<file path="config.mk">
export PLATFORM = sky130hd
export DESIGN_NAME = mmec_top
export DESIGN_NICKNAME = d
export VERILOG_FILES = /design/src/pkg/mmec_pkg.sv /design/src/rtl/mmec_osc_gen.sv /design/src/rtl/mmec_top.sv
export VERILOG_INCLUDE_DIRS = /design/src /design/src/pkg
export SDC_FILE = /design/constraint.sdc
export NUM_CORES = 1
export LEC_CHECK = 0
export BUFFER_PORTS_ARGS = -buffer_cell sky130_fd_sc_hd__buf_2
export CORE_MARGIN = 8
export CORE_UTILIZATION = 54
export DETAILED_ROUTE_END_ITERATION = 12
export GPL_TIMING_DRIVEN = 0
export PLACE_DENSITY_LB_ADDON = 0.15
export SLEW_MARGIN = 20
export SYNTH_ARGS = -nofsm -noshare
export SYNTH_HDL_FRONTEND = slang
export SYNTH_HIERARCHICAL = 1
export SYNTH_SLANG_ARGS = --single-unit
</file>
<file path="constraint.sdc">
create_clock -name clk -period 2.6 [get_ports clk]
set_input_delay 0.52 -clock clk [delete_from_list [all_inputs] [get_ports clk]]
set_output_delay 0.52 -clock clk [all_outputs]
set_load 0.01 [all_outputs]
</file>
<file path="src/pkg/mmec_defs.svh">
// Constants of the monitor-mode entry control block: offsets, fields, resets, times.
// Assumes a single 100 MHz clock and an AXI4-Lite register bus with 32-bit data.
`ifndef MMEC_DEFS_SVH
`define MMEC_DEFS_SVH

// -----------------------------------------------------------------------------
// Register map
// -----------------------------------------------------------------------------
`define MMEC_ADDR_W 4
`define MMEC_OFS_CONTROL 4'h0
`define MMEC_OFS_STATUS 4'h4
`define MMEC_CTRL_W 4
`define MMEC_CTRL_RESET 4'h4
`define MMEC_RESP_OKAY 2'b00
`define MMEC_RESP_SLVERR 2'b10

// -----------------------------------------------------------------------------
// Reset direction select codes
// -----------------------------------------------------------------------------
`define MMEC_DIR_NONE 2'h0
`define MMEC_DIR_FROM_TARGET 2'h1
`define MMEC_DIR_TO_TARGET 2'h2

// -----------------------------------------------------------------------------
// Timing
// -----------------------------------------------------------------------------
`define MMEC_CLK_PERIOD_NS 10
`define MMEC_POWER_SETTLE_NS 10000
`define MMEC_STRAP_SETUP_NS 1000
`define MMEC_LOCKOUT_HOLD_NS 1000
`define MMEC_CYCLES(ns) (((ns) + `MMEC_CLK_PERIOD_NS - 1) / `MMEC_CLK_PERIOD_NS)
`define MMEC_TIMER_W 16
// Phase step for 4.9152 MHz from 100 MHz: 2^32 * 2 * 4.9152 / 100, toggling each wrap.
`define MMEC_OSC_STEP 32'h192a7371
`define MMEC_OSC_W 32

`endif

</file>
<file path="src/pkg/mmec_pkg.sv">
// Types of the monitor-mode entry control block.
// Assumes mmec_defs.svh is compiled alongside for the constants.
package mmec_pkg;

    // Sequencer states, one-hot.
    typedef enum logic [4:0] {
        MMEC_OFF     = 5'b00001,
        MMEC_POWER   = 5'b00010,
        MMEC_STRAP   = 5'b00100,
        MMEC_RELEASE = 5'b01000,
        MMEC_RUN     = 5'b10000
    } mmec_state_e;

    // Software control fields.
    typedef struct packed {
        logic regulatorForceSelect;
        logic clockSourceSelect;
        logic [1:0] resetDirectionSelect;
    } mmec_ctrl_s;

    // Pin drive bundle towards the controller.
    typedef struct packed {
        logic controllerReset_b;
        logic testVoltageLevel;
        logic irqLevel;
        logic hostSerialOut;
        logic hostSerialOe;
        logic [2:0] strapOut;
        logic [2:0] strapOe;
        logic strapConnect;
    } mmec_pins_s;

endpackage

</file>
<file path="src/rtl/mmec_osc_gen.sv">
// Board oscillator for the controller, built as a phase accumulator.
// Assumes one free-running clock; the output toggles on accumulator wrap.
`include "mmec_defs.svh"
module mmec_osc_gen #(
    parameter logic [`MMEC_OSC_W-1:0] STEP = `MMEC_OSC_STEP
) (
    input wire logic clk,
    input wire logic rst_b,
    input wire logic enable,
    output logic oscOut
);

    logic [`MMEC_OSC_W-1:0] phase_q, phase_d; // Phase accumulator.
    logic osc_q, osc_d; // Output level.
    logic [`MMEC_OSC_W:0] sum; // Sum with carry.

    // Advance phase and toggle on wrap; stopped when gated off.
    always_comb begin
        sum = {1'b0, phase_q} + {1'b0, STEP};
        phase_d = phase_q;
        osc_d = osc_q;
        if (enable) begin
            phase_d = sum[`MMEC_OSC_W-1:0];
            osc_d = osc_q ^ sum[`MMEC_OSC_W];
        end else begin
            osc_d = 1'b0; // No clock reaches the controller.
        end
    end

    // Register the accumulator.
    always_ff @(posedge clk or negedge rst_b) begin
        if (!rst_b) begin
            phase_q <= '0;
            osc_q <= 1'b0;
        end else begin
            phase_q <= phase_d;
            osc_q <= osc_d;
        end
    end

    assign oscOut = osc_q;

endmodule

</file>
<file path="src/rtl/mmec_top.sv">
// Monitor-mode entry control: power, clock, reset, strapping and lockout.
// Assumes an AXI4-Lite master, synchronous pin inputs and a 100 MHz clock.
`include "mmec_defs.svh"
module mmec_top #(
    parameter int POWER_SETTLE_CYC = `MMEC_CYCLES(`MMEC_POWER_SETTLE_NS),
    parameter int STRAP_SETUP_CYC = `MMEC_CYCLES(`MMEC_STRAP_SETUP_NS),
    parameter int LOCKOUT_HOLD_CYC = `MMEC_CYCLES(`MMEC_LOCKOUT_HOLD_NS)
) (
    input wire logic clk,
    input wire logic rst_b,
    // AXI4-Lite slave.
    input wire logic [`MMEC_ADDR_W-1:0] awaddr,
    input wire logic awvalid,
    output logic awready,
    input wire logic [31:0] wdata,
    input wire logic [3:0] wstrb,
    input wire logic wvalid,
    output logic wready,
    output logic [1:0] bresp,
    output logic bvalid,
    input wire logic bready,
    input wire logic [`MMEC_ADDR_W-1:0] araddr,
    input wire logic arvalid,
    output logic arready,
    output logic [31:0] rdata,
    output logic [1:0] rresp,
    output logic rvalid,
    input wire logic rready,
    // Host side.
    input wire logic hostHandshake,
    input wire logic hostTxData,
    output logic hostRxData,
    // Controller side.
    output logic controllerPowerEnable,
    output logic testVoltageEnable,
    output logic controllerClock,
    output logic controllerReset_b,
    output logic testVoltageLevel,
    output logic irqLevel,
    input wire logic hostSerialPinIn,
    output logic hostSerialPinOut,
    output logic hostSerialPinOe,
    output logic [2:0] strapPinOut,
    output logic [2:0] strapPinOe,
    output logic strapConnect,
    // Target connector side.
    input wire logic targetInterruptRequest_n,
    input wire logic targetResetIn_b,
    output logic targetResetOut_b,
    output logic targetResetOutOe
);

    // -------------------------------------------------------------------------
    // Register bus
    // -------------------------------------------------------------------------

    mmec_pkg::mmec_ctrl_s ctrl_q, ctrl_d; // Software control fields.
    logic awHeld_q, awHeld_d; // Write address captured.
    logic wHeld_q, wHeld_d; // Write data captured.
    logic [`MMEC_ADDR_W-1:0] awAddr_q, awAddr_d; // Captured write address.
    logic [31:0] wData_q, wData_d; // Captured write data.
    logic [3:0] wStrb_q, wStrb_d; // Captured strobes.
    logic bValid_q, bValid_d; // Write response pending.
    logic [1:0] bResp_q, bResp_d; // Write response code.
    logic rValid_q, rValid_d; // Read response pending.
    logic [1:0] rResp_q, rResp_d; // Read response code.
    logic [31:0] rData_q, rData_d; // Read data.
    logic [31:0] statusWord; // Live status image.
    mmec_pkg::mmec_state_e state_q, state_d; // Sequencer state.

    // Decodes a word address; used by the write path only, the read path decodes on its own.
    function automatic logic isMapped(input logic [`MMEC_ADDR_W-1:0] a);
        if (a == `MMEC_OFS_CONTROL) begin
            return 1'b1;
        end else if (a == `MMEC_OFS_STATUS) begin
            return 1'b1;
        end else begin
            return 1'b0;
        end
    endfunction

    // Each channel is taken on its own; a new write waits for the response.
    assign awready = !awHeld_q && !bValid_q;
    assign wready = !wHeld_q && !bValid_q;
    assign arready = !rValid_q;
    assign bvalid = bValid_q;
    assign bresp = bResp_q;
    assign rvalid = rValid_q;
    assign rresp = rResp_q;
    assign rdata = rData_q;

    // Status shows the sequencer, its reset and strap pins, and the supply enables.
    assign statusWord = {20'h00000, controllerReset_b, strapConnect, testVoltageEnable,
                         controllerPowerEnable, 3'h0, state_q};

    // Next values of the bus slave and the control register.
    always_comb begin
        ctrl_d = ctrl_q;
        awHeld_d = awHeld_q;
        wHeld_d = wHeld_q;
        awAddr_d = awAddr_q;
        wData_d = wData_q;
        wStrb_d = wStrb_q;
        bValid_d = bValid_q;
        bResp_d = bResp_q;
        rValid_d = rValid_q;
        rResp_d = rResp_q;
        rData_d = rData_q;
        // Capture the write address.
        if (awvalid && awready) begin
            awHeld_d = 1'b1;
            awAddr_d = awaddr;
        end
        // Capture the write data.
        if (wvalid && wready) begin
            wHeld_d = 1'b1;
            wData_d = wdata;
            wStrb_d = wstrb;
        end
        // Perform the write once both halves are held.
        if (awHeld_q && wHeld_q) begin
            awHeld_d = 1'b0;
            wHeld_d = 1'b0;
            bValid_d = 1'b1;
            if (!isMapped(awAddr_q)) begin
                bResp_d = `MMEC_RESP_SLVERR;
            end else begin
                bResp_d = `MMEC_RESP_OKAY;
                if (awAddr_q == `MMEC_OFS_CONTROL && wStrb_q[0]) begin
                    ctrl_d = wData_q[`MMEC_CTRL_W-1:0];
                end
            end
        end
        // Retire the write response.
        if (bValid_q && bready) begin
            bValid_d = 1'b0;
        end
        // Answer a read one cycle after it is taken.
        if (arvalid && arready) begin
            rValid_d = 1'b1;
            if (araddr == `MMEC_OFS_CONTROL) begin
                rData_d = {28'h0000000, ctrl_q};
                rResp_d = `MMEC_RESP_OKAY;
            end else if (araddr == `MMEC_OFS_STATUS) begin
                rData_d = statusWord;
                rResp_d = `MMEC_RESP_OKAY;
            end else begin
                rData_d = 32'h00000000;
                rResp_d = `MMEC_RESP_SLVERR;
            end
        end else if (rValid_q && rready) begin
            rValid_d = 1'b0;
        end
    end

    // Register the bus slave.
    always_ff @(posedge clk or negedge rst_b) begin
        if (!rst_b) begin
            ctrl_q <= `MMEC_CTRL_RESET;
            awHeld_q <= 1'b0;
            wHeld_q <= 1'b0;
            awAddr_q <= '0;
            wData_q <= 32'h00000000;
            wStrb_q <= 4'h0;
            bValid_q <= 1'b0;
            bResp_q <= `MMEC_RESP_OKAY;
            rValid_q <= 1'b0;
            rResp_q <= `MMEC_RESP_OKAY;
            rData_q <= 32'h00000000;
        end else begin
            ctrl_q <= ctrl_d;
            awHeld_q <= awHeld_d;
            wHeld_q <= wHeld_d;
            awAddr_q <= awAddr_d;
            wData_q <= wData_d;
            wStrb_q <= wStrb_d;
            bValid_q <= bValid_d;
            bResp_q <= bResp_d;
            rValid_q <= rValid_d;
            rResp_q <= rResp_d;
            rData_q <= rData_d;
        end
    end

    // -------------------------------------------------------------------------
    // Supply, regulator and clock
    // -------------------------------------------------------------------------

    logic resetRequest_b; // Target reset request after direction selection.
    logic oscOut; // Board oscillator.

    // The handshake line alone switches the controller supply.
    assign controllerPowerEnable = hostHandshake;
    // Regulator forced on, or following the handshake line.
    assign testVoltageEnable = ctrl_q.regulatorForceSelect | hostHandshake;
    // The request counts only when the target may reset us; else inactive high.
    assign resetRequest_b = (ctrl_q.resetDirectionSelect == `MMEC_DIR_FROM_TARGET) ?
                            targetResetIn_b : 1'b1;

    // Oscillator at the monitor serial rate, gated by the clock select.
    mmec_osc_gen #(
        .STEP(`MMEC_OSC_STEP)
    ) oscGen (
        .clk(clk),
        .rst_b(rst_b),
        .enable(ctrl_q.clockSourceSelect && hostHandshake),
        .oscOut(oscOut)
    );
    assign controllerClock = oscOut;

    // -------------------------------------------------------------------------
    // Entry sequencer
    // -------------------------------------------------------------------------

    logic [`MMEC_TIMER_W-1:0] timer_q, timer_d; // Phase countdown.
    mmec_pkg::mmec_pins_s pins_q, pins_d; // Registered pin drive.

    // Walks power-up, strapping, release and run.
    always_comb begin
        state_d = state_q;
        timer_d = timer_q;
        if (timer_q != '0) begin
            timer_d = timer_q - 1'b1;
        end
        case (state_q)
            mmec_pkg::MMEC_OFF: begin
                // Wait for the host to apply power.
                if (hostHandshake) begin
                    state_d = mmec_pkg::MMEC_POWER;
                    timer_d = POWER_SETTLE_CYC[`MMEC_TIMER_W-1:0];
                end
            end
            mmec_pkg::MMEC_POWER: begin
                // Power, clock and test voltage must all stand.
                if (timer_q == '0 && ctrl_q.clockSourceSelect && testVoltageEnable) begin
                    state_d = mmec_pkg::MMEC_STRAP;
                    timer_d = STRAP_SETUP_CYC[`MMEC_TIMER_W-1:0];
                end
            end
            mmec_pkg::MMEC_STRAP: begin
                // Straps settle before reset rises; a target request holds here.
                if (timer_q == '0 && resetRequest_b) begin
                    state_d = mmec_pkg::MMEC_RELEASE;
                    timer_d = LOCKOUT_HOLD_CYC[`MMEC_TIMER_W-1:0];
                end
            end
            mmec_pkg::MMEC_RELEASE: begin
                // Reset is high; lockout stays a while longer.
                if (!resetRequest_b) begin
                    state_d = mmec_pkg::MMEC_STRAP;
                    timer_d = STRAP_SETUP_CYC[`MMEC_TIMER_W-1:0];
                end else if (timer_q == '0) begin
                    state_d = mmec_pkg::MMEC_RUN;
                end
            end
            mmec_pkg::MMEC_RUN: begin
                // A target reset request restarts monitor entry.
                if (!resetRequest_b) begin
                    state_d = mmec_pkg::MMEC_STRAP;
                    timer_d = STRAP_SETUP_CYC[`MMEC_TIMER_W-1:0];
                end
            end
            default: begin
                state_d = mmec_pkg::MMEC_OFF;
            end
        endcase
        // Losing power always returns to reset with lockout.
        if (!hostHandshake) begin
            state_d = mmec_pkg::MMEC_OFF;
            timer_d = '0;
        end
    end

    // Pin drive for the next state.
    always_comb begin
        pins_d.controllerReset_b = (state_d == mmec_pkg::MMEC_RELEASE) ||
                                   (state_d == mmec_pkg::MMEC_RUN);
        // Lockout holds until the run state; reset low forces it.
        pins_d.testVoltageLevel = (state_d != mmec_pkg::MMEC_RUN);
        pins_d.irqLevel = (state_d == mmec_pkg::MMEC_RUN) ? targetInterruptRequest_n : 1'b1;
        // Host serial pin idles high in reset, else follows host data.
        pins_d.hostSerialOut = !pins_d.controllerReset_b;
        pins_d.hostSerialOe = !pins_d.controllerReset_b || !hostTxData;
        // Straps first,second,third = 1,0,0 driven until reset rises.
        pins_d.strapOut = 3'b001;
        pins_d.strapOe = (state_d == mmec_pkg::MMEC_RUN ||
                          state_d == mmec_pkg::MMEC_RELEASE) ? 3'b000 : 3'b111;
        // Target side joins in the same cycle as reset rises.
        pins_d.strapConnect = (state_d == mmec_pkg::MMEC_RUN) ||
                              (state_d == mmec_pkg::MMEC_RELEASE);
    end

    // Register sequencer and pins.
    always_ff @(posedge clk or negedge rst_b) begin
        if (!rst_b) begin
            state_q <= mmec_pkg::MMEC_OFF;
            timer_q <= '0;
            pins_q <= {1'b0, 1'b1, 1'b1, 1'b1, 1'b1, 3'b001, 3'b111, 1'b0};
        end else begin
            state_q <= state_d;
            timer_q <= timer_d;
            pins_q <= pins_d;
        end
    end

    assign controllerReset_b = pins_q.controllerReset_b;
    assign testVoltageLevel = pins_q.testVoltageLevel;
    assign irqLevel = pins_q.irqLevel;
    assign hostSerialPinOut = pins_q.hostSerialOut;
    assign hostSerialPinOe = pins_q.hostSerialOe;
    assign strapPinOut = pins_q.strapOut;
    assign strapPinOe = pins_q.strapOe;
    assign strapConnect = pins_q.strapConnect;
    // The serial pin reaches only the host, never a target pin.
    assign hostRxData = hostSerialPinIn;
    // Reset out to target only in the board-drives direction; one-way.
    assign targetResetOut_b = controllerReset_b;
    assign targetResetOutOe = (ctrl_q.resetDirectionSelect == `MMEC_DIR_TO_TARGET);

endmodule

</file>
==> results of run 1 <==
==> worst reg2reg max path, stage by stage (launching register included) <==
cell	delay, ns
dfrtp_1	0.39
inv_1	0.10
ha_1	0.18
nor4b_2	0.48
nand4_1	0.24
o21ai_1	0.37
a31o_1	0.22
buf_6	0.14
a211oi_2	0.05
==> how the worst max path moves through the flow <==
| stage | from | to | slack (ns) | depth (start not counted) |
|---|---|---|---|---|
| final | timer_q[0]$_DFF_PN0_ | timer_q[1]$_DFF_PN0_ | 0.31 | 8 |
| after detailed placement | timer_q[0]$_DFF_PN0_ | timer_q[1]$_DFF_PN0_ | 0.35 | 8 |
| after floorplan | timer_q[0]$_DFF_PN0_ | timer_q[1]$_DFF_PN0_ | 0.69 | 8 |
| after CTS | timer_q[0]$_DFF_PN0_ | timer_q[1]$_DFF_PN0_ | 0.31 | 8 |
| after global placement | timer_q[0]$_DFF_PN0_ | timer_q[1]$_DFF_PN0_ | 0.30 | 8 |
| after global routing | timer_q[0]$_DFF_PN0_ | timer_q[6]$_DFF_PN0_ | 0.05 | 8 |
==> per-layer routing <==
layer	vias up	GRT usage, %	share of wire (%)
met2	93	29.62	51
met5	-	0	0
met3	9	2.696	5.5
li1	1777	-	-
met1	1730	20.32	42
met4	0	6.172	1.1
==> cell type report <==
| class | instances | share of cell area [%] |
|---|---|---|
| timing repair buffer | 54 | 5.359 |
| clock buffer | 11 | 2.748 |
| clock inverter | 5 | 1.158 |
| tap | 108 | 2.452 |
| multi-input combinational | 345 | 42.01 |
| sequential | 86 | 39.19 |
| buffer | 52 | 6.335 |
| inverter | 11 | 0.7493 |
==> power by group <==
| group | internal (µW) | switching, µW | total [µW] | leakage (µW) |
|---|---|---|---|---|
| sequential | 1790 | 504 | 2300 | 0.00109 |
| clock | 505 | 492 | 997 | 0.000107 |
| combinational | 921 | 1110 | 2030 | 0.00132 |
| total | 3220 | 2100 | 5320 | 0.00251 |
==> cells in the mapped netlist, drive strengths merged, types with 3 or more instances <==
master	instances	share of area, %
dfrtp	80	42
dfstp	6	3.3
and4	3	0.55
xor2	21	3.9
or3	5	0.76
clkbuf	9	0.71
o21bai	3	0.47
xnor2	21	3.9
nand3	15	1.6
and2	5	0.66
nand2	44	3.5
nor3	14	1.5
nand4	8	1.0
buf	43	6.6
nor3b	4	0.73
nor4b	4	1.3
o31ai	5	0.79
mux2	14	3.3
nor2b	4	0.52
nand2b	7	1.1
inv	11	0.87
o211ai	8	1.4
nand3b	6	1.2
a311oi	3	0.55
a31oi	4	0.52
nor2	25	2.0
o21ai	25	2.8
mux2i	8	1.7
a21oi	21	2.3
nor4	5	1.7
or2	3	0.39
nand4b	3	0.55
a211oi	4	0.73
==> layout by cell type, fill, tap and decap left out, types with 14 or more instances in the layout <==
master   instances
nand2_1         44
xor2_1          21
dfrtp_1         80
nor2_1          25
nand3_1         15
o21ai_0         21
conb_1          28
buf_4           37
nor3_1          14
mux2_2          14
buf_2           55
a21oi_1         20
xnor2_1         21
==> cell families (layout without fill, tap and decap cells) <==
logic type / count (synthesis) / in the layout
AOI/OAI and AO/OA: 90 / 90
xor gates and xnor gates: 42 / 42
adders and majority gates: 2 / 2
buffers and inverters: 63 / 133
DFF: 86 / 86
muxes: 22 / 22
other: 2 / 28
and+or+nand+nor: 161 / 161
==> state kept, by name, indices dropped and copies added, names as in the netlist, 4 cells and up <==
register / cells
awAddr_q: 4
ctrl_q: 4
oscGen/phase_q: 32
rdata: 8
state_q: 5
timer_q: 16
wData_q: 4
==> metrics by stage <==
stage | setup WS (ns) | util [%] | instance area (µm²)
3_5_place_dp | 0.3476 | 61.32 | 5295
3_3_place_gp | 0.2987 | 60.97 | 5265
6_report | 0.3076 | 63.81 | 5510
5_1_grt | 0.05089 | 63.81 | 5510
2_1_floorplan | 0.6854 | - | 4865
4_1_cts | 0.3070 | 63.81 | 5510
==> results.yml, run 1 <==
cells_and_area:
  nets: 617
  fin_cells: 672
  area_growth_pct: 15.59
  register_area_um2: 2160
  multi_input_area_um2: 2315
  diodes: 0
  drive_above_1_share_pct: 27.13
  nFillCells: 716
floorplanning:
  ios: 115
  core_um2: 8636
  rows: 34
  die_h_um: 110.0
  initial_core_util_pct: 55.20
  die_area_um2: 12090
  die_w_um: 110.0
sta:
  hold_ws_ns: 0.08730
  clock-skew-final_ns: 0.009435
  setup_viol: 0
  max_freq_mhz: 436.2
  finalSetupTns_ns: 0
  rsz0062_at_grt: "no"
  fin_crit_ns: 2.292
  worst_slew_pin_slew_ns: 0.9353
  post-route-period-util_pct: 88.17
  drv_slew: 0
  relSlewSlack_pct: 36.80
  hold_violations: 0
setup_path:
  r2r-start: "timer_q[0]$_DFF_PN0_"
  critPathMaxStageDelay_ns: 0.48
  worstPathCellList: "inv_1 -> ha_1 -> nor4b_2 -> nand4_1 -> o21ai_1 -> a31o_1 -> buf_6 -> a211oi_2"
  worst-r2r-cell-count: 8
  criticalPathCategory: "flip-flop to flip-flop"
  slowest_stage: "nor4b_2"
  r2r-end: "timer_q[1]$_DFF_PN0_"
  worst_setup_path_end_kind: "flip-flop"
  required_ns: 2.83
  cp.arrival_ns: 2.52
  crit_path_start_kind: "flip-flop"
  cp_top_family: "simple AND/OR/NAND/NOR gates"
  worst-r2r-setup-slack_ns: 0.31
  crit_fanout: 9
  crit_buf_inv: 2
drt:
  drc: 0
  routed_wl_um: 9688
  wl_per_cell_um: 14.42
  drtPass1Iterations: 4
  vias_per_cell: 5.371
  ant_nets: 0
  num_vias: 3609
  drtIter0Drc: 142
logic_synthesis:
  synthMuxAreaShare_pct: 4.987
  ys.warnings.count: 6
  yosysSeqAreaShare_pct: 45.30
  synth_top_family_by_area: "simple AND/OR/NAND/NOR gates"
  synth-compound-area-share_pct: 13.04
  ys_seq_elements: 86
  synth_edf_count: 0
  synth_fa_ha_area_share_pct: 0.5249
  synthFlopType: "dfrtp_1"
  avgSynthCellArea_um2: 10.19
  synth-simple-area-share_pct: 20.08
  synth_cells: 468
  async_flop_share_pct: 100.0
  ys_types: 72
  synth_area_um2: 4767
  synth_xor_area_share_pct: 7.717
clock_network:
  root_buffer: "clkbuf_8"
  clk_path_buf_depth: 2
  cts.sinks: 86
  cts_buffers: 9
  cts_setup_buffers: 0
  cts_htree_levels: 3
  cts_tree: "built"
  cts_hold_buffers: 0
  clk_latency_ns: 0.36
  path_clk_slew_ns: 0.09
  cts_resized: 0
global_route:
  grt_pass1_vias: 3643
  grt_pass1_wl_um: 16540
  grt_overflow: 0
  antenna_found_initial: 0
  grt_use_total_pct: 16.87
  grt_max_degree: 56
power_and_ir_drop:
  p_leak_uw: 0.002511
  irDropWorstVdd_mv: 0.5604
  power.total_uw: 5322
  p_per_area_nw_per_um2: 965.8
min_path:
  hold_class: "input port to async pin"
job:
  max_cap_violations: 0
place:
  hpwl_um: 7229
  gp_congestion: 0.9022
  dp.cells: 656
  port_buffers: 53
run_status:
  status: "finished, final reports clean"
Power figures use the tool's default switching activity.
==> inputs of run 2 (changes only) <==
- CORE_UTILIZATION: 54 -> 50
==> run 2 against run 1 <==
Effect of this change:
- global-route usage shrank 1.1 points
- hold slack gained 0.040 ns
- first-iteration DRC count rose by 28%
- critical path type unchanged
- largest cell class unchanged
- highest routed layer unchanged
==> results.yml, run 2 (synthesis gave the netlist of run 1 again) <==
power_and_ir_drop:
  irDropWorstVdd_mv: 0.5896
  combPwrFrac_pct: 39.2
  p_leak_uw: 0.002499
  intPower_uw: 3097
  power.total_uw: 5218
  pwr-share-seq_pct: 43.8
  p_per_area_nw_per_um2: 946.9
  p_clk_share_pct: 17.0
  p_sw_uw: 2120
  swShare_pct: 40.64
setup_path:
  crit_path_start_kind: "flip-flop"
  worst_setup_path_end_kind: "flip-flop"
  cp.arrival_ns: 2.57
  criticalPathCategory: "flip-flop to flip-flop"
  worstPathCellList: "inv_1 -> ha_1 -> nor4b_2 -> nand4_1 -> o21ai_1 -> a31o_1 -> buf_6 -> nor2_1"
  slowest_stage: "nor4b_2"
  cp_top_family: "simple AND/OR/NAND/NOR gates"
  crit_buf_inv: 2
  required_ns: 2.84
  critPathMaxStageDelay_ns: 0.52
  crit_fanout: 9
clock_network:
  cts_buffers: 9
  cts_htree_levels: 3
  cts_setup_buffers: 0
  root_buffer: "clkbuf_8"
  clk_path_buf_depth: 2
  cts_tree: "built"
  clk_latency_ns: 0.36
  cts.sinks: 86
  path_clk_slew_ns: 0.10
  cts_resized: 0
  cts_hold_buffers: 0
sta:
  setup_viol: 0
  fin_crit_ns: 2.331
  rsz0062_at_grt: "no"
  relSlewSlack_pct: 42.24
  post-route-period-util_pct: 89.66
  hold_ws_ns: 0.1272
  drv_slew: 0
  hold_violations: 0
  max_freq_mhz: 429.0
  finalSetupTns_ns: 0
  worst_slew_pin_slew_ns: 0.8547
  worst_slack_ns: 0.2688
  clock-skew-final_ns: 0.01105
global_route:
  grt_use_total_pct: 15.82
  grt_max_degree: 49
  grt_pass1_wl_um: 16770
  grt_overflow: 0
  grt_pass1_vias: 3597
  antenna_found_initial: 0
floorplanning:
  die_area_um2: 12910
  die_h_um: 113.6
  rows: 35
  die_w_um: 113.6
  initial_core_util_pct: 51.59
  ios: 115
  core_um2: 9240
cells_and_area:
  final_cell_mix: "dfrtp_1, buf_2, nand2_1, buf_4, conb_1"
  area_growth_pct: 15.59
  nFillCells: 795
  diodes: 0
  multi_input_area_um2: 2315
  largest_register: "oscGen/phase_q"
  register_area_um2: 2160
  drive_above_1_share_pct: 27.13
  largest_reg_flops: 32
  final_util_pct: 59.63
  final_common_cell: "dfrtp_1"
  nets: 617
job:
  max_cap_violations: 0
drt:
  drc: 0
  wl_met2_um: 4904
  wl_met1_um: 4283
  wl_per_cell_um: 14.22
  vias_per_cell: 5.232
  routed_wl_um: 9857
  drtPass1Iterations: 5
  maxUsedRoutingLayer: "met4"
  ant_nets: 0
  num_vias: 3626
  drtIter0Drc: 182
  wl_met3_um: 586
run_status:
  status: "finished, final reports clean"
place:
  place_ws_ns: 0.3044
  port_buffers: 53
  hpwl_um: 7335
  gp_congestion: 0.8615
min_path:
  hold_class: "input port to async pin"
[run 2: cell types whose count changed in the layout (fill, tap and decap cells not counted), sizes merged]
| cell | change |
|---|---|
| bufinv | -1 |
| clkbuf | -1 |
| clkinv | +1 |
| inv | +1 |
[run 2: worst register-to-register path, delay by kind of cell (launching register included)]
family	cells	cell delay [ns]
AO/OA/AOI/OAI	2	0.58
adder cells (fa/ha/maj)	1	0.19
buffers and inverters	2	0.23
flip-flops	1	0.39
AND/OR/NAND/NOR	3	0.82
[run 2: layout make-up]
cell class	count	share of cell area, %
clock inverters	6	0.9310
repair buffers	54	5.359
plain buffers	52	6.335
multi-input cells	345	42.01
flip-flops and latches	86	39.19
well taps	129	2.929
clock buffers	10	2.498
inverters	11	0.7493
[run 2: power by group through the flow]
stage / Clock (µW) / Sequential, µW / Combinational, µW
after CTS: 922 / 2280 / 2050
after detailed placement: 0 / 2300 / 2030
after global placement: 0 / 2290 / 1980
after floorplan: 0 / 2210 / 1590
after global routing: 980 / 2360 / 2270
final: 889 / 2280 / 2040
[run 2: final timing paths]
| kind | from | to | slack [ns] | cells after the start |
|---|---|---|---|---|
| setup / recovery | timer_q[0]$_DFF_PN0_ | timer_q[4]$_DFF_PN0_ | 0.27 | 8 |
| hold / removal | rst_b | rdata[10]$_DFFE_PN0P_ | 0.13 | 1 |
| setup reg to reg | timer_q[0]$_DFF_PN0_ | timer_q[4]$_DFF_PN0_ | 0.27 | 8 |
| hold reg to reg | oscGen/phase_q[31]$_DFFE_PN0P_ | oscGen/phase_q[31]$_DFFE_PN0P_ | 0.48 | 1 |
| max in group asynchronous | rst_b | ctrl_q[2]$_DFFE_PN1P_ | 1.80 | 2 |
| min in group clk | hostTxData | hostSerialPinOe$_DFF_PN1_ | 0.30 | 2 |
[run 2: per-stage QoR]
stage	area (µm²)	std cells
6_report	5510	693
5_1_grt	5510	693
4_1_cts	5510	693
3_5_place_dp	5321	677
3_3_place_gp	5291	676
2_1_floorplan	4865	494
[run 2: routing by layer]
| layer | up-vias | GRT usage (%) |
|---|---|---|
| li1 | 1777 | - |
| met1 | 1740 | 18.85 |
| met5 | - | 0 |
| met4 | 0 | 4.440 |
| met2 | 99 | 27.26 |
| met3 | 10 | 4.385 |
==> inputs of run 3 (changes only) <==
- SYNTH_HIERARCHICAL: 1 -> unset
==> run 3 against run 2 <==
Effect of this change:
- clock power grew 15%
- die area shrank 6.2%
- count of clock-buffer cells in the layout grew 1
- critical path type unchanged
==> results.yml, run 3 <==
floorplanning:
  rows: 34
  die_area_um2: 12110
  die_w_um: 110.0
  core_um2: 8636
  die_h_um: 110.0
  initial_core_util_pct: 51.20
  ios: 115
place:
  placed_cell_area_um2: 4942
  place_ws_ns: 0.2986
  gp_congestion: 0.8098
  dp.cells: 619
  port_buffers: 53
  hpwl_um: 6437
setup_path:
  worst-r2r-setup-slack_ns: 0.39
  worst_setup_path_end_kind: "flip-flop"
  crit_end: "timer_q[1]$_DFF_PN0_"
  crit_path_start: "timer_q[0]$_DFF_PN0_"
  crit_fanout: 9
  worstPathCellList: "inv_1 -> ha_1 -> nor4b_1 -> nand4_2 -> nor3b_4 -> o21ai_2 -> nand2_4 -> a211oi_1"
  cp.arrival_ns: 2.44
  r2r-start: "timer_q[0]$_DFF_PN0_"
  criticalPathCategory: "flip-flop to flip-flop"
  crit_path_start_kind: "flip-flop"
  r2r-end: "timer_q[1]$_DFF_PN0_"
  required_ns: 2.83
  critPathMaxStageDelay_ns: 0.40
  crit_cells: 8
  worst-r2r-cell-count: 8
  slowest_stage: "dfrtp_1"
  cp_top_family: "simple AND/OR/NAND/NOR gates"
  crit_buf_inv: 1
drt:
  ant_nets: 0
  vias_per_cell: 5.055
  drc: 0
  drtPass1Iterations: 4
  wl_per_cell_um: 13.65
  num_vias: 3205
  routed_wl_um: 8652
  drtIter0Drc: 88
sta:
  post-route-period-util_pct: 85.13
  rsz0062_at_grt: "no"
  drv_slew: 0
  clock-skew-final_ns: 0.01015
  worst_slack_ns: 0.3866
  relSlewSlack_pct: 51.45
  max_freq_mhz: 451.8
  fin_crit_ns: 2.213
  worst_slew_pin_slew_ns: 0.7268
  hold_violations: 0
  finalSetupTns_ns: 0
  setup_viol: 0
cells_and_area:
  multi_input_area_um2: 2002
  final_cell_mix: "dfrtp_1, buf_2, nand2_1, buf_4, nor2_1"
  largest_register: "oscGen.phase_q"
  nFillCells: 750
  largest_reg_flops: 32
  diodes: 0
  final_area_um2: 5156
  final_common_cell: "dfrtp_1"
  fin_cells: 634
  area_growth_pct: 16.61
  drive_above_1_share_pct: 28.33
  nets: 580
  register_area_um2: 2160
power_and_ir_drop:
  p_leak_uw: 0.002403
  power.total_uw: 4783
  irDropWorstVdd_mv: 0.5580
  p_per_area_nw_per_um2: 927.7
clock_network:
  root_buffer: "clkbuf_8"
  cts_tree: "built"
  cts_htree_levels: 3
  cts_buffers: 9
  cts.sinks: 86
  clk_path_buf_depth: 2
  clk_latency_ns: 0.35
  cts_hold_buffers: 0
  cts_resized: 0
  cts_setup_buffers: 0
  path_clk_slew_ns: 0.09
logic_synthesis:
  async_flop_share_pct: 100.0
  synth_cells: 431
  synth_area_um2: 4422
  ys_top_cells_by_count: "dfrtp_1, nand2_1, buf_4"
  synth.top_cells.by_area: "dfrtp_1, buf_4, xnor2_1"
  synthFlopType: "dfrtp_1"
  synth_most_common_cell: "dfrtp_1"
  ys.warnings.count: 0
  yosysTopAreaCell: "dfrtp_1"
  ys_seq_elements: 86
  yosysSeqAreaShare_pct: 48.84
  ys_types: 58
  avgSynthCellArea_um2: 10.26
  synth_top_area_share_pct: 45.27
  synth_edf_count: 0
global_route:
  grt_pass1_vias: 3112
  grt_max_degree: 47
  grt_use_total_pct: 14.85
  antenna_found_initial: 0
  grt_pass1_wl_um: 14440
  grt_overflow: 0
job:
  max_cap_violations: 0
min_path:
  hold_class: "input port to async pin"
run_status:
  status: "finished, final reports clean"
## run 3: changes by cell type in the layout (fill, tap and decap cells not counted), moves of 4 or more
| cell | delta |
|---|---|
| nor3_1 | -5 |
| nand2b_1 | -5 |
| nor2_1 | +5 |
| a21oi_1 | -6 |
| nand4_1 | -4 |
## run 3: area by class of cell
type / count / area share, %
repair buffers: 54 / 5.581
clock buffers: 11 / 2.742
well taps: 108 / 2.621
plain buffers: 47 / 6.139
multi-input cells: 313 / 38.83
inverters: 11 / 0.8008
flip-flops and latches: 86 / 41.88
clock inverters: 4 / 1.407
## run 3: how the worst min path moves through the flow
stage	start	cells past startpoint	end
floorplan	rst_b	0	awAddr_q[0]$_DFFE_PN0P_
global placement	rdata[3]$_DFFE_PN0P_	2	rdata[3]$_DFFE_PN0P_
detailed placement	oscGen.phase_q[31]$_DFFE_PN0P_	1	oscGen.phase_q[31]$_DFFE_PN0P_
CTS	rst_b	1	rdata[8]$_DFFE_PN0P_
global route	rst_b	1	rvalid$_DFFE_PN0P_
finish	rst_b	1	rvalid$_DFFE_PN0P_
## run 3: worst reg2reg max path: stages, from the launching register on
cell and delay (ns):
dfrtp_1 0.40, inv_1 0.08, ha_1 0.21, nor4b_1 0.34
nand4_2 0.34, nor3b_4 0.34, o21ai_2 0.16, nand2_4 0.16
a211oi_1 0.08
## run 3: power breakdown
group	switching (µW)	internal [µW]
Sequential	418	1760
Clock	460	562
Combinational	861	724
Total	1740	3040
## run 3: layer usage
metal  share of wire (%)  global-route usage [%]
met1                  44                   19.04
met2                  50                   24.79
met4                0.87                   5.593
met5                   0                       0
met3                 4.6                   2.326
## run 3: through the flow
step	utilization [%]	hold slack [ns]
detailed placement	57.23	0.4598
global route	59.71	0.2273
floorplan	-	0.2244
CTS	59.71	0.1845
global placement	56.97	0.4581
finish	59.71	0.1772
## run 3: cell families after synthesis
family	synth area share, %
buffers and inverters	8.093
XOR/XNOR	8.715
AO/OA/AOI/OAI	11.35
AND/OR/NAND/NOR	17.60
multiplexers	4.669
flip-flops	48.84
other	0.1698
adder cells (fa/ha/maj)	0.5658
